--- config.mk ---
export PLATFORM = sky130hd
export DESIGN_NAME = rx_frame_status_classifier
export DESIGN_NICKNAME = d
export VERILOG_FILES = /design/src/logic/rx_status_pkg.sv /design/src/logic/fcs_crc32.sv /design/src/logic/pin_sync.sv /design/src/logic/rx_frame_status_classifier.sv
export SDC_FILE = /design/constraint.sdc
export NUM_CORES = 1
export LEC_CHECK = 0
export CAP_MARGIN = 20
export CORE_MARGIN = 3
export CORE_UTILIZATION = 55
export CTS_BUF_LIST = sky130_fd_sc_hd__clkbuf_4
export CTS_CLUSTER_DIAMETER = 120
export DETAILED_ROUTE_END_ITERATION = 10
export DONT_BUFFER_PORTS = 1
export PLACE_DENSITY = 0.73
export SETUP_SLACK_MARGIN = 0.5
export SLEW_MARGIN = 30
export SYNTH_ARGS = -nofsm -noshare
export SYNTH_HDL_FRONTEND = slang
export SYNTH_SLANG_ARGS = --single-unit
export TNS_END_PERCENT = 10
--- constraint.sdc ---
create_clock -name mclk -period 5.05 [get_ports mclk]
set_input_delay 0.2525 -clock mclk [delete_from_list [all_inputs] [get_ports mclk]]
set_output_delay 0.2525 -clock mclk [all_outputs]
set_load 0.1 [all_outputs]
--- src/logic/rx_status_pkg.sv ---
/*
 Shared constants for the receive frame status classifier: register map,
 status word field positions, Ethernet size limits and MII framing values.
 Assumes a 32-bit register port and byte-wide frame processing.
*/
package rx_status_pkg;
   // Register offsets (byte addresses)
   localparam logic [7:0] OFF_RX_STATUS = 8'h00;
   localparam logic [7:0] OFF_MAC_CTRL = 8'h04;
   localparam logic [7:0] OFF_VLAN1_TAG = 8'h08;
   localparam logic [7:0] OFF_VLAN2_TAG = 8'h0C;
   localparam logic [7:0] OFF_RX_XFER = 8'h10;

   // Status word bit positions
   localparam int BIT_UNSUP_CTRL = 26;
   localparam int BIT_CTRL_FRAME = 25;
   localparam int BIT_LEN_ERR = 24;
   localparam int BIT_VLAN2 = 23;
   localparam int BIT_VLAN1 = 22;
   localparam int BIT_FCS_ERR = 21;
   localparam int BIT_DRIBBLE = 20;
   localparam int BIT_MEDIA_ERR = 19;
   localparam int BIT_FRAME_TYPE = 18;
   localparam int BIT_LATE_COL = 17;

   // Control and transfer register bit positions
   localparam int BIT_FULL_DUPLEX = 0;
   localparam int BIT_XFER_EN = 0;
   localparam int BIT_XFER_DONE = 1;

   // Reset values
   localparam logic [31:0] RST_RX_STATUS = 32'h0000_0000;
   localparam logic [15:0] RST_VLAN_TAG = 16'h0000;

   // Ethernet sizes in bytes
   localparam logic [15:0] MAX_ETH_NORMAL = 16'h05DC;
   localparam logic [15:0] MAX_ETH_VLAN1 = 16'h05EE;
   localparam logic [15:0] MAX_ETH_VLAN2 = 16'h0602;
   localparam logic [15:0] MIN_FRAME_SIZE = 16'h0040;
   localparam logic [15:0] HDR_BYTES = 16'h000E;
   localparam logic [15:0] OVERHEAD_BYTES = 16'h0012;
   localparam logic [15:0] LATE_COL_BYTES = 16'h0040;
   localparam logic [15:0] BYTE_CNT_MAX = 16'hFFFF;

   // Header byte indices
   localparam logic [15:0] IDX_LT_HI = 16'h000C;
   localparam logic [15:0] IDX_LT_LO = 16'h000D;
   localparam logic [15:0] IDX_OP_HI = 16'h000E;
   localparam logic [15:0] IDX_OP_LO = 16'h000F;

   // Frame codes
   localparam logic [15:0] MAC_CTRL_TYPE = 16'h8808;
   localparam logic [15:0] PAUSE_OPCODE = 16'h0001;
   localparam logic [3:0] SFD_NIBBLE = 4'hD;
   localparam logic [3:0] PRE_NIBBLE = 4'h5;

   // FCS
   localparam logic [31:0] CRC_INIT = 32'hFFFF_FFFF;
   localparam logic [31:0] CRC_POLY_REFL = 32'hEDB8_8320;
   localparam logic [31:0] CRC_RESIDUE = 32'hDEBB_20E3;
endpackage
--- src/logic/fcs_crc32.sv ---
/*
 Byte-wise Ethernet CRC-32 accumulator, LSB first.
 Assumes init and en are never high together with conflicting intent;
 init wins. Running over data plus FCS leaves the fixed residue.
*/
`timescale 1ns/100ps
module fcs_crc32 (
   // Clock and reset
   input wire logic clk,
   input wire logic rst_n,
   // Byte stream
   input wire logic init,
   input wire logic en,
   input wire logic [7:0] data,
   // Running value
   output logic [31:0] crc
);
   logic [31:0] crc_reg;
   logic [31:0] crc_next;

   function automatic logic [31:0] crc_byte(input logic [31:0] c, input logic [7:0] d);
      logic [31:0] r;
      r = c;
      for (int b = 0; b < 8; b++) begin
         if (r[0] ^ d[b]) begin
            r = (r >> 1) ^ rx_status_pkg::CRC_POLY_REFL;
         end else begin
            r = r >> 1;
         end
      end
      return r;
   endfunction

   always_comb begin
      crc_next = crc_reg;
      if (init) begin
         crc_next = rx_status_pkg::CRC_INIT;
      end else if (en) begin
         crc_next = crc_byte(crc_reg, data);
      end
   end

   always_ff @(posedge clk or negedge rst_n) begin
      if (!rst_n) begin
         crc_reg <= rx_status_pkg::CRC_INIT;
      end else begin
         crc_reg <= crc_next;
      end
   end

   assign crc = crc_reg;
endmodule // fcs_crc32

--- src/logic/pin_sync.sv ---
/*
 Two-flop synchroniser for a group of level inputs.
 Assumes inputs are asynchronous to clk; only the second stage is visible.
*/
`timescale 1ns/100ps
module pin_sync #(
   parameter int WIDTH = 8
) (
   // Clock and reset
   input wire logic clk,
   input wire logic rst_n,
   // Levels
   input wire logic [WIDTH-1:0] async_in,
   output logic [WIDTH-1:0] sync_out
);
   logic [WIDTH-1:0] meta_reg;
   logic [WIDTH-1:0] sync_reg;

   genvar i;
   generate
      for (i = 0; i < WIDTH; i++) begin : g_bit
         always_ff @(posedge clk or negedge rst_n) begin
            if (!rst_n) begin
               meta_reg[i] <= 1'b0;
               sync_reg[i] <= 1'b0;
            end else begin
               meta_reg[i] <= async_in[i];
               sync_reg[i] <= meta_reg[i];
            end
         end
      end
   endgenerate

   assign sync_out = sync_reg;
endmodule // pin_sync

--- src/logic/rx_frame_status_classifier.sv ---
/*
 Receive frame status classifier: samples MII receive pins, assembles bytes,
 classifies the frame and flags errors, then publishes status bits 26..17 as
 one word and raises the done flag.
 Assumes the MII receive clock is slow against mclk (10 Mb/s MII), since the
 pins are oversampled after synchronisation. Software reads the status only
 after done.
// Summary of operation
// - Unsupported-control set for unknown opcode or control frame length not 64 bytes.
// - Unsupported-control flag is only set in full duplex.
// - Control set with unsupported clear means a pause frame arrived.
// - Control-frame flag set for MAC control frames, full duplex only.
// - Length error when fewer data bytes arrive than length field declares.
// - Surplus data bytes are padding; no length error.
// - Length error only meaningful for 802.3 frames, frame type zero.
// - Length and FCS error not applied to frames above maximum Ethernet size.
// - Second VLAN match when bytes thirteen and fourteen are nonzero and equal tag two.
// - First VLAN match when bytes thirteen and fourteen are nonzero and equal tag one.
// - FCS error set when frame check sequence is wrong, clear otherwise.
// - Dribble flag set when bit count is not a multiple of eight.
// - Media-interface error flag set when MII signals error during reception.
// - Frame type clear for length frames, set when length/type exceeds 1500.
// - Frame type invalid for runts under 14 bytes.
// - Late collision flag set for collision after first 64 bytes.
*/
// The address map and the plain strobed port were decided locally.
`timescale 1ns/100ps
module rx_frame_status_classifier (
   // Clock and reset
   input wire logic mclk,
   input wire logic resetn,
   // MII receive pins
   input wire logic mii_rx_clk,
   input wire logic mii_rx_dv,
   input wire logic mii_rx_er,
   input wire logic [3:0] mii_rxd,
   input wire logic mii_col,
   // Register port
   input wire logic [7:0] addr,
   input wire logic [31:0] wdata,
   input wire logic wr,
   input wire logic rd,
   output logic [31:0] rdata,
   // Status
   output logic transfer_done_flag
);
   typedef enum logic [1:0] {ST_IDLE, ST_PRE, ST_DATA, ST_SKIP} rx_state_t;

   logic rst_meta_reg;
   logic rst_sync_reg;
   logic rst_n;
   logic [7:0] pins;
   logic rxc_prev_reg;
   logic rxc_rise;
   logic dv;
   logic er;
   logic col;
   logic [3:0] nib;

   rx_state_t state_reg, state_next;
   logic half_reg, half_next;
   logic [3:0] low_reg, low_next;
   logic [15:0] cnt_reg, cnt_next;
   logic [15:0] lt_reg, lt_next;
   logic [15:0] op_reg, op_next;
   logic me_reg, me_next;
   logic lc_reg, lc_next;
   logic [31:0] status_reg, status_next;
   logic done_reg, done_next;
   logic en_reg, en_next;
   logic pub_reg, pub_next;
   logic fdx_reg, fdx_next;
   logic [15:0] vlan1_reg, vlan1_next;
   logic [15:0] vlan2_reg, vlan2_next;
   logic [31:0] rdata_reg, rdata_next;

   logic crc_init;
   logic crc_en;
   logic [7:0] byte_val;
   logic [31:0] crc_val;

   logic hdr_ok, data_ok;
   logic v1, v2, ft, too_long, ctrl, uc, le, fcs_bad;
   logic [15:0] max_sz, data_len;
   logic frame_end;

   // Reset release through two flops; assertion stays asynchronous
   always_ff @(posedge mclk or negedge resetn) begin
      if (!resetn) begin
         rst_meta_reg <= 1'b0;
         rst_sync_reg <= 1'b0;
      end else begin
         rst_meta_reg <= 1'b1;
         rst_sync_reg <= rst_meta_reg;
      end
   end
   assign rst_n = rst_sync_reg;

   pin_sync #(.WIDTH(8)) u_pin_sync (
      .clk(mclk),
      .rst_n(rst_n),
      .async_in({mii_rx_clk, mii_col, mii_rx_er, mii_rx_dv, mii_rxd}),
      .sync_out(pins)
   );

   assign nib = pins[3:0];
   assign dv = pins[4];
   assign er = pins[5];
   assign col = pins[6];
   assign rxc_rise = pins[7] & ~rxc_prev_reg;

   always_ff @(posedge mclk or negedge rst_n) begin
      if (!rst_n) begin
         rxc_prev_reg <= 1'b0;
      end else begin
         rxc_prev_reg <= pins[7];
      end
   end

   assign byte_val = {nib, low_reg};
   assign crc_init = (state_reg == ST_PRE);
   assign crc_en = (state_reg == ST_DATA) && rxc_rise && dv && half_reg;

   fcs_crc32 u_fcs_crc32 (
      .clk(mclk),
      .rst_n(rst_n),
      .init(crc_init),
      .en(crc_en),
      .data(byte_val),
      .crc(crc_val)
   );

   // Classification of the finished frame
   always_comb begin
      hdr_ok = (cnt_reg >= rx_status_pkg::HDR_BYTES);
      data_ok = (cnt_reg >= rx_status_pkg::OVERHEAD_BYTES);
      data_len = data_ok ? (cnt_reg - rx_status_pkg::OVERHEAD_BYTES) : 16'h0000;
      v2 = hdr_ok && (lt_reg != 16'h0000) && (lt_reg == vlan2_reg);
      v1 = hdr_ok && (lt_reg != 16'h0000) && (lt_reg == vlan1_reg);
      max_sz = v2 ? rx_status_pkg::MAX_ETH_VLAN2 :
               (v1 ? rx_status_pkg::MAX_ETH_VLAN1 : rx_status_pkg::MAX_ETH_NORMAL);
      too_long = (data_len > max_sz);
      // Frame type is forced to zero on runts that lack the length/type field
      ft = hdr_ok && (lt_reg > rx_status_pkg::MAX_ETH_NORMAL);
      ctrl = fdx_reg && hdr_ok && (lt_reg == rx_status_pkg::MAC_CTRL_TYPE);
      uc = ctrl && ((op_reg != rx_status_pkg::PAUSE_OPCODE) ||
                    (cnt_reg != rx_status_pkg::MIN_FRAME_SIZE));
      le = !ft && !too_long && data_ok && (data_len < lt_reg);
      fcs_bad = !too_long && (crc_val != rx_status_pkg::CRC_RESIDUE);
   end

   // Receive sequencing
   always_comb begin
      state_next = state_reg;
      half_next = half_reg;
      low_next = low_reg;
      cnt_next = cnt_reg;
      lt_next = lt_reg;
      op_next = op_reg;
      me_next = me_reg;
      lc_next = lc_reg;
      frame_end = 1'b0;
      if (rxc_rise) begin
         unique case (state_reg)
            ST_IDLE: begin
               // A frame already in progress when not armed is dropped whole
               if (dv) begin
                  state_next = en_reg ? ST_PRE : ST_SKIP;
                  me_next = er;
                  lc_next = 1'b0;
               end
            end
            ST_PRE: begin
               if (!dv) begin
                  state_next = ST_IDLE;
               end else if (nib == rx_status_pkg::SFD_NIBBLE) begin
                  state_next = ST_DATA;
                  half_next = 1'b0;
                  cnt_next = 16'h0000;
                  lt_next = 16'h0000;
                  op_next = 16'h0000;
               end
               if (dv && er) begin
                  me_next = 1'b1;
               end
            end
            ST_DATA: begin
               if (!dv) begin
                  frame_end = 1'b1;
                  state_next = ST_IDLE;
               end else begin
                  if (er) begin
                     me_next = 1'b1;
                  end
                  if (col && (cnt_reg >= rx_status_pkg::LATE_COL_BYTES)) begin
                     lc_next = 1'b1;
                  end
                  if (!half_reg) begin
                     low_next = nib;
                     half_next = 1'b1;
                  end else begin
                     half_next = 1'b0;
                     if (cnt_reg != rx_status_pkg::BYTE_CNT_MAX) begin
                        cnt_next = cnt_reg + 16'h0001;
                     end
                     if (cnt_reg == rx_status_pkg::IDX_LT_HI) begin
                        lt_next = {byte_val, lt_reg[7:0]};
                     end
                     if (cnt_reg == rx_status_pkg::IDX_LT_LO) begin
                        lt_next = {lt_reg[15:8], byte_val};
                     end
                     if (cnt_reg == rx_status_pkg::IDX_OP_HI) begin
                        op_next = {byte_val, op_reg[7:0]};
                     end
                     if (cnt_reg == rx_status_pkg::IDX_OP_LO) begin
                        op_next = {op_reg[15:8], byte_val};
                     end
                  end
               end
            end
            ST_SKIP: begin
               if (!dv) begin
                  state_next = ST_IDLE;
               end
            end
         endcase
      end
   end

   always_ff @(posedge mclk or negedge rst_n) begin
      if (!rst_n) begin
         state_reg <= ST_IDLE;
         half_reg <= 1'b0;
         low_reg <= 4'h0;
         cnt_reg <= 16'h0000;
         lt_reg <= 16'h0000;
         op_reg <= 16'h0000;
         me_reg <= 1'b0;
         lc_reg <= 1'b0;
      end else begin
         state_reg <= state_next;
         half_reg <= half_next;
         low_reg <= low_next;
         cnt_reg <= cnt_next;
         lt_reg <= lt_next;
         op_reg <= op_next;
         me_reg <= me_next;
         lc_reg <= lc_next;
      end
   end

   // Status word, transfer control and register port
   always_comb begin
      status_next = status_reg;
      pub_next = 1'b0;
      done_next = done_reg;
      en_next = en_reg;
      fdx_next = fdx_reg;
      vlan1_next = vlan1_reg;
      vlan2_next = vlan2_reg;
      rdata_next = 32'h0000_0000;
      if (wr) begin
         unique case (addr)
            rx_status_pkg::OFF_MAC_CTRL: fdx_next = wdata[rx_status_pkg::BIT_FULL_DUPLEX];
            rx_status_pkg::OFF_VLAN1_TAG: vlan1_next = wdata[15:0];
            rx_status_pkg::OFF_VLAN2_TAG: vlan2_next = wdata[15:0];
            rx_status_pkg::OFF_RX_XFER: begin
               if (wdata[rx_status_pkg::BIT_XFER_EN]) begin
                  en_next = 1'b1;
               end
               if (wdata[rx_status_pkg::BIT_XFER_DONE]) begin
                  done_next = 1'b0;
               end
            end
            default: ;
         endcase
      end
      // Whole word is replaced in one edge; done follows one edge later
      if (frame_end) begin
         status_next = rx_status_pkg::RST_RX_STATUS;
         status_next[rx_status_pkg::BIT_UNSUP_CTRL] = uc;
         status_next[rx_status_pkg::BIT_CTRL_FRAME] = ctrl;
         status_next[rx_status_pkg::BIT_LEN_ERR] = le;
         status_next[rx_status_pkg::BIT_VLAN2] = v2;
         status_next[rx_status_pkg::BIT_VLAN1] = v1;
         status_next[rx_status_pkg::BIT_FCS_ERR] = fcs_bad;
         status_next[rx_status_pkg::BIT_DRIBBLE] = half_reg;
         status_next[rx_status_pkg::BIT_MEDIA_ERR] = me_reg;
         status_next[rx_status_pkg::BIT_FRAME_TYPE] = ft;
         status_next[rx_status_pkg::BIT_LATE_COL] = lc_reg;
         pub_next = 1'b1;
         en_next = 1'b0;
      end
      // Set wins over a same-cycle clear
      if (pub_reg) begin
         done_next = 1'b1;
      end
      if (rd) begin
         unique case (addr)
            rx_status_pkg::OFF_RX_STATUS: rdata_next = status_reg;
            rx_status_pkg::OFF_MAC_CTRL: rdata_next = {31'h0, fdx_reg};
            rx_status_pkg::OFF_VLAN1_TAG: rdata_next = {16'h0000, vlan1_reg};
            rx_status_pkg::OFF_VLAN2_TAG: rdata_next = {16'h0000, vlan2_reg};
            rx_status_pkg::OFF_RX_XFER: rdata_next = {30'h0, done_reg, en_reg};
            default: rdata_next = 32'h0000_0000;
         endcase
      end
   end

   always_ff @(posedge mclk or negedge rst_n) begin
      if (!rst_n) begin
         status_reg <= rx_status_pkg::RST_RX_STATUS;
         pub_reg <= 1'b0;
         done_reg <= 1'b0;
         en_reg <= 1'b0;
         fdx_reg <= 1'b0;
         vlan1_reg <= rx_status_pkg::RST_VLAN_TAG;
         vlan2_reg <= rx_status_pkg::RST_VLAN_TAG;
         rdata_reg <= 32'h0000_0000;
      end else begin
         status_reg <= status_next;
         pub_reg <= pub_next;
         done_reg <= done_next;
         en_reg <= en_next;
         fdx_reg <= fdx_next;
         vlan1_reg <= vlan1_next;
         vlan2_reg <= vlan2_next;
         rdata_reg <= rdata_next;
      end
   end

   assign rdata = rdata_reg;
   assign transfer_done_flag = done_reg;
endmodule // rx_frame_status_classifier

==> reports/qor.csv <==
stage;metric;value;unit
detailed_routing;ant_nets;0;
finish;final_util;61.4;%
detailed_routing;wl_per_cell;17.8;µm
worst_setup_path;cp_max_fo;9;
die;rows;47;
grt;grt_pass1_vias;6653;
place;dpl.hpwl;14500;µm
finish;largest_reg_flops;32;
min_path;min_path_cells;2;
run_status;status;finished clean;
timing;worst_pin_slew;980;ps
clocking;cts_tree;done;
detailed_routing;num_vias;6750;
synth;yosysMostFrequentCell;dfrtp_1;
clocking;clkTransAtPathRegs;160;ps
die;fp.coreArea;16800;µm²
timing;finalCriticalPeriod;4020;ps
worst_setup_path;crit_type;register to register;
timing;min_period_over_period;79.5;%
clocking;cts_num_sinks;180;
synth;ys_warn_count;0;
worst_setup_path;reg2reg_slack;1030;ps
die;die_y;138;µm
die;start_util;56.9;%
timing;fin_worst_skew;23.0;ps
finish;final_area;10300;µm²
synth;synth_edf_count;0;
min_path;worstHoldStart;rd;
synth;ys_seq_area_share;47.5;%
finish;drive_gt1_share;14.0;%
synth;synth_top_cell_by_area;dfrtp_1;
detailed_routing;viasPerCell;5.79;
synth;synth_common_cells;dfrtp_1 (148), nor2_1 (86), nand2_1 (80), xor2_1 (59), xnor2_1 (53);
timing;finalSetupTns;0;ps
place;gp_congestion;0.865;
worst_setup_path;cp.buffers_inverters;1;
synth;syn_area;9570;µm²
clocking;cts_max_level;4;
timing;setup_viol;0;
worst_setup_path;slowest_stage;dfrtp_1;
finish;multi_input_area;4700;µm²
synth;synthArstFlopShare;100;%
synth;avgSynthCellArea;10.4;µm²
finish;syn_to_final_growth;7.80;%
grt;grt_max_degree;179;
synth;syn_inst;918;
timing;achievable-frequency;0.249;GHz
pwr;power_density;490;nW/µm²
place;placedInstanceArea;9660;µm²
detailed_routing;first_iter_violations;429;
finish;fillCellCount;1462;
worst_setup_path;reg2reg_to;status_reg[24];
timing;maxSlewHeadroom;34.3;%
run;cap_violations;0;
pwr;peakVddDrop;858;µV
detailed_routing;drt_pass1_iterations;5;
synth;synth_area_leaders;dfrtp_1 (39%), dfstp_2 (8.8%), xor2_1 (5.4%);
place;portBuffers;0;
worst_setup_path;critPathLaunchType;register;
timing;final-max-slew-violation-count;0;
pwr;p_leak;0.00481;µW
timing;rsz0062_at_grt;no;
worst_setup_path;max_stage_delay;520;ps
worst_setup_path;r2r.worst_path.cells;14;
clocking;worstSkewPairLatency;580;ps
die;die_w;138;µm
synth;synth_top_area_share;38.7;%
grt;grt_util_all_layers;22.9;%
detailed_routing;drc;0;
synth;ys.flop_type;dfrtp_1;
worst_setup_path;crit_family;compound AO/OA/AOI/OAI gates;
die;pin_count;85;
min_path;hp-class;primary input to register;
min_path;whs_endpoint;rdata[26];
clocking;cts_root_buffer;clkbuf_4;
timing;hold_violations;0;
worst_setup_path;critPathRequiredTime;5530;ps
finish;nNetsFinal;1018;
grt;antenna_found_initial;1;
finish;register_area;4550;µm²
detailed_routing;wirelength;20800;µm
clocking;cts_made_buffers;17;
grt;grt_pass1_wl;34000;µm
synth;synthDistinctLibCells;71;
worst_setup_path;endpoint_kind;register;
die;die_area;19000;µm²
grt;grt_overflow;0;
worst_setup_path;cp.arrival;4500;ps
synth;ys_ff_latch;180;
worst_setup_path;regToRegStartpoint;cnt_reg[1];
clocking;clockBufferDepth;2;
worst_setup_path;path_cells;inv_1 -> ha_1 -> nand2b_1 -> a2111o_1 -> or4_1 -> xor2_1 -> nor2_1 -> ha_1 -> a21o_1 -> a21o_1 -> a211o_1 -> a2111oi_0 -> o21ai_1 -> o31ai_1;
[worst max path at each step]
stage / start / end / slack [ps] / cells after the start
floorplan: cnt_reg[0] / status_reg[24] / 1570 / 15
global placement: cnt_reg[1] / status_reg[24] / 1200 / 14
detailed placement: cnt_reg[0] / status_reg[21] / 1120 / 15
CTS: cnt_reg[1] / status_reg[24] / 1070 / 14
global route: cnt_reg[2] / status_reg[21] / 720 / 14
finish: cnt_reg[1] / status_reg[24] / 1030 / 14
[placed cells by master (no fill, tap or decap), drive strengths merged, types with 7 or more instances in the layout]
cell type	synthesis	routed
a21oi	44	44
nand4	15	15
dfrtp	148	148
xnor2	59	59
mux2	42	42
and2	14	14
nor2	88	88
dlygate4sd3	0	37
ha	35	35
nand2	80	80
xor2	59	59
nand3	16	16
a22o	24	24
a21o	15	15
nor3	11	11
mux2i	15	15
conb	2	7
inv	28	34
dfstp	32	32
o21ai	41	41
clkbuf	29	18
nor4	18	18
[power by group]
group / internal (µW) / leakage (µW) / switching [µW]
sequential: 1730 / 0.00232 / 291
combinational: 1020 / 0.00235 / 1270
clock: 216 / 0.000140 / 532
[final cells by class]
type | count | share of cell area [%]
Multi-Input combinational cell | 663 | 45.5
Clock inverter | 14 | 1.18
Inverter | 28 | 1.02
Clock buffer | 18 | 1.31
Tap cell | 220 | 2.67
Sequential cell | 180 | 44.1
Antenna cell | 1 | 0.0242
Timing Repair Buffer | 41 | 4.19
[through the flow]
stage               power [µW]  worst slack (ps)  cells  hold WS, ps
floorplan                 3830              1570    923        -43.1
global placement          4250              1200   1094        -43.0
detailed placement        4310              1120   1094        -43.0
CTS                       5090              1070   1163         53.2
global route              5410               722   1165         89.1
finish                    5060              1030   1165         98.0
[worst reg2reg max path, cell delays in order, from the launching register on]
cell       delay [ps]
dfrtp_1           520
inv_1             180
ha_1              240
nand2b_1          120
a2111o_1          500
or4_1             470
xor2_1            200
nor2_1             60
ha_1              310
a21o_1            180
a21o_1            170
a211o_1           280
a2111oi_0         280
o21ai_1           180
o31ai_1           240
[kinds of logic (layout without fill, tap and decap cells)]
kind of cell               after synthesis  after routing  share of synthesized area, %
buffers and inverters                   80            101                          3.74
AOI/OAI and AO/OA                      155            155                          10.7
muxes                                   57             57                          6.55
and+or+nand+nor                        290            290                          15.2
xor gates and xnor gates               119            119                          11.6
other                                    2              8                        0.0785
adders and majority gates               35             35                          4.57
DFF                                    180            180                          47.5
[layer usage]
layer  wire length, µm  up-vias  GRT usage (%)
li1                  -     3202              -
met1              9180     3346           30.2
met2             10400      162           39.0
met3               771       40           3.48
met4               442        0           7.74
met5                 0        -              0
[timing repair]
action | 4_1_cts | 5_1_grt
hold buffers | 37 | 0
buffers inserted | 0 | 0
hold endpoints to repair | 61 | 0
gates resized for setup | 0 | 0
Note: power is estimated with default switching activity, not from simulation.
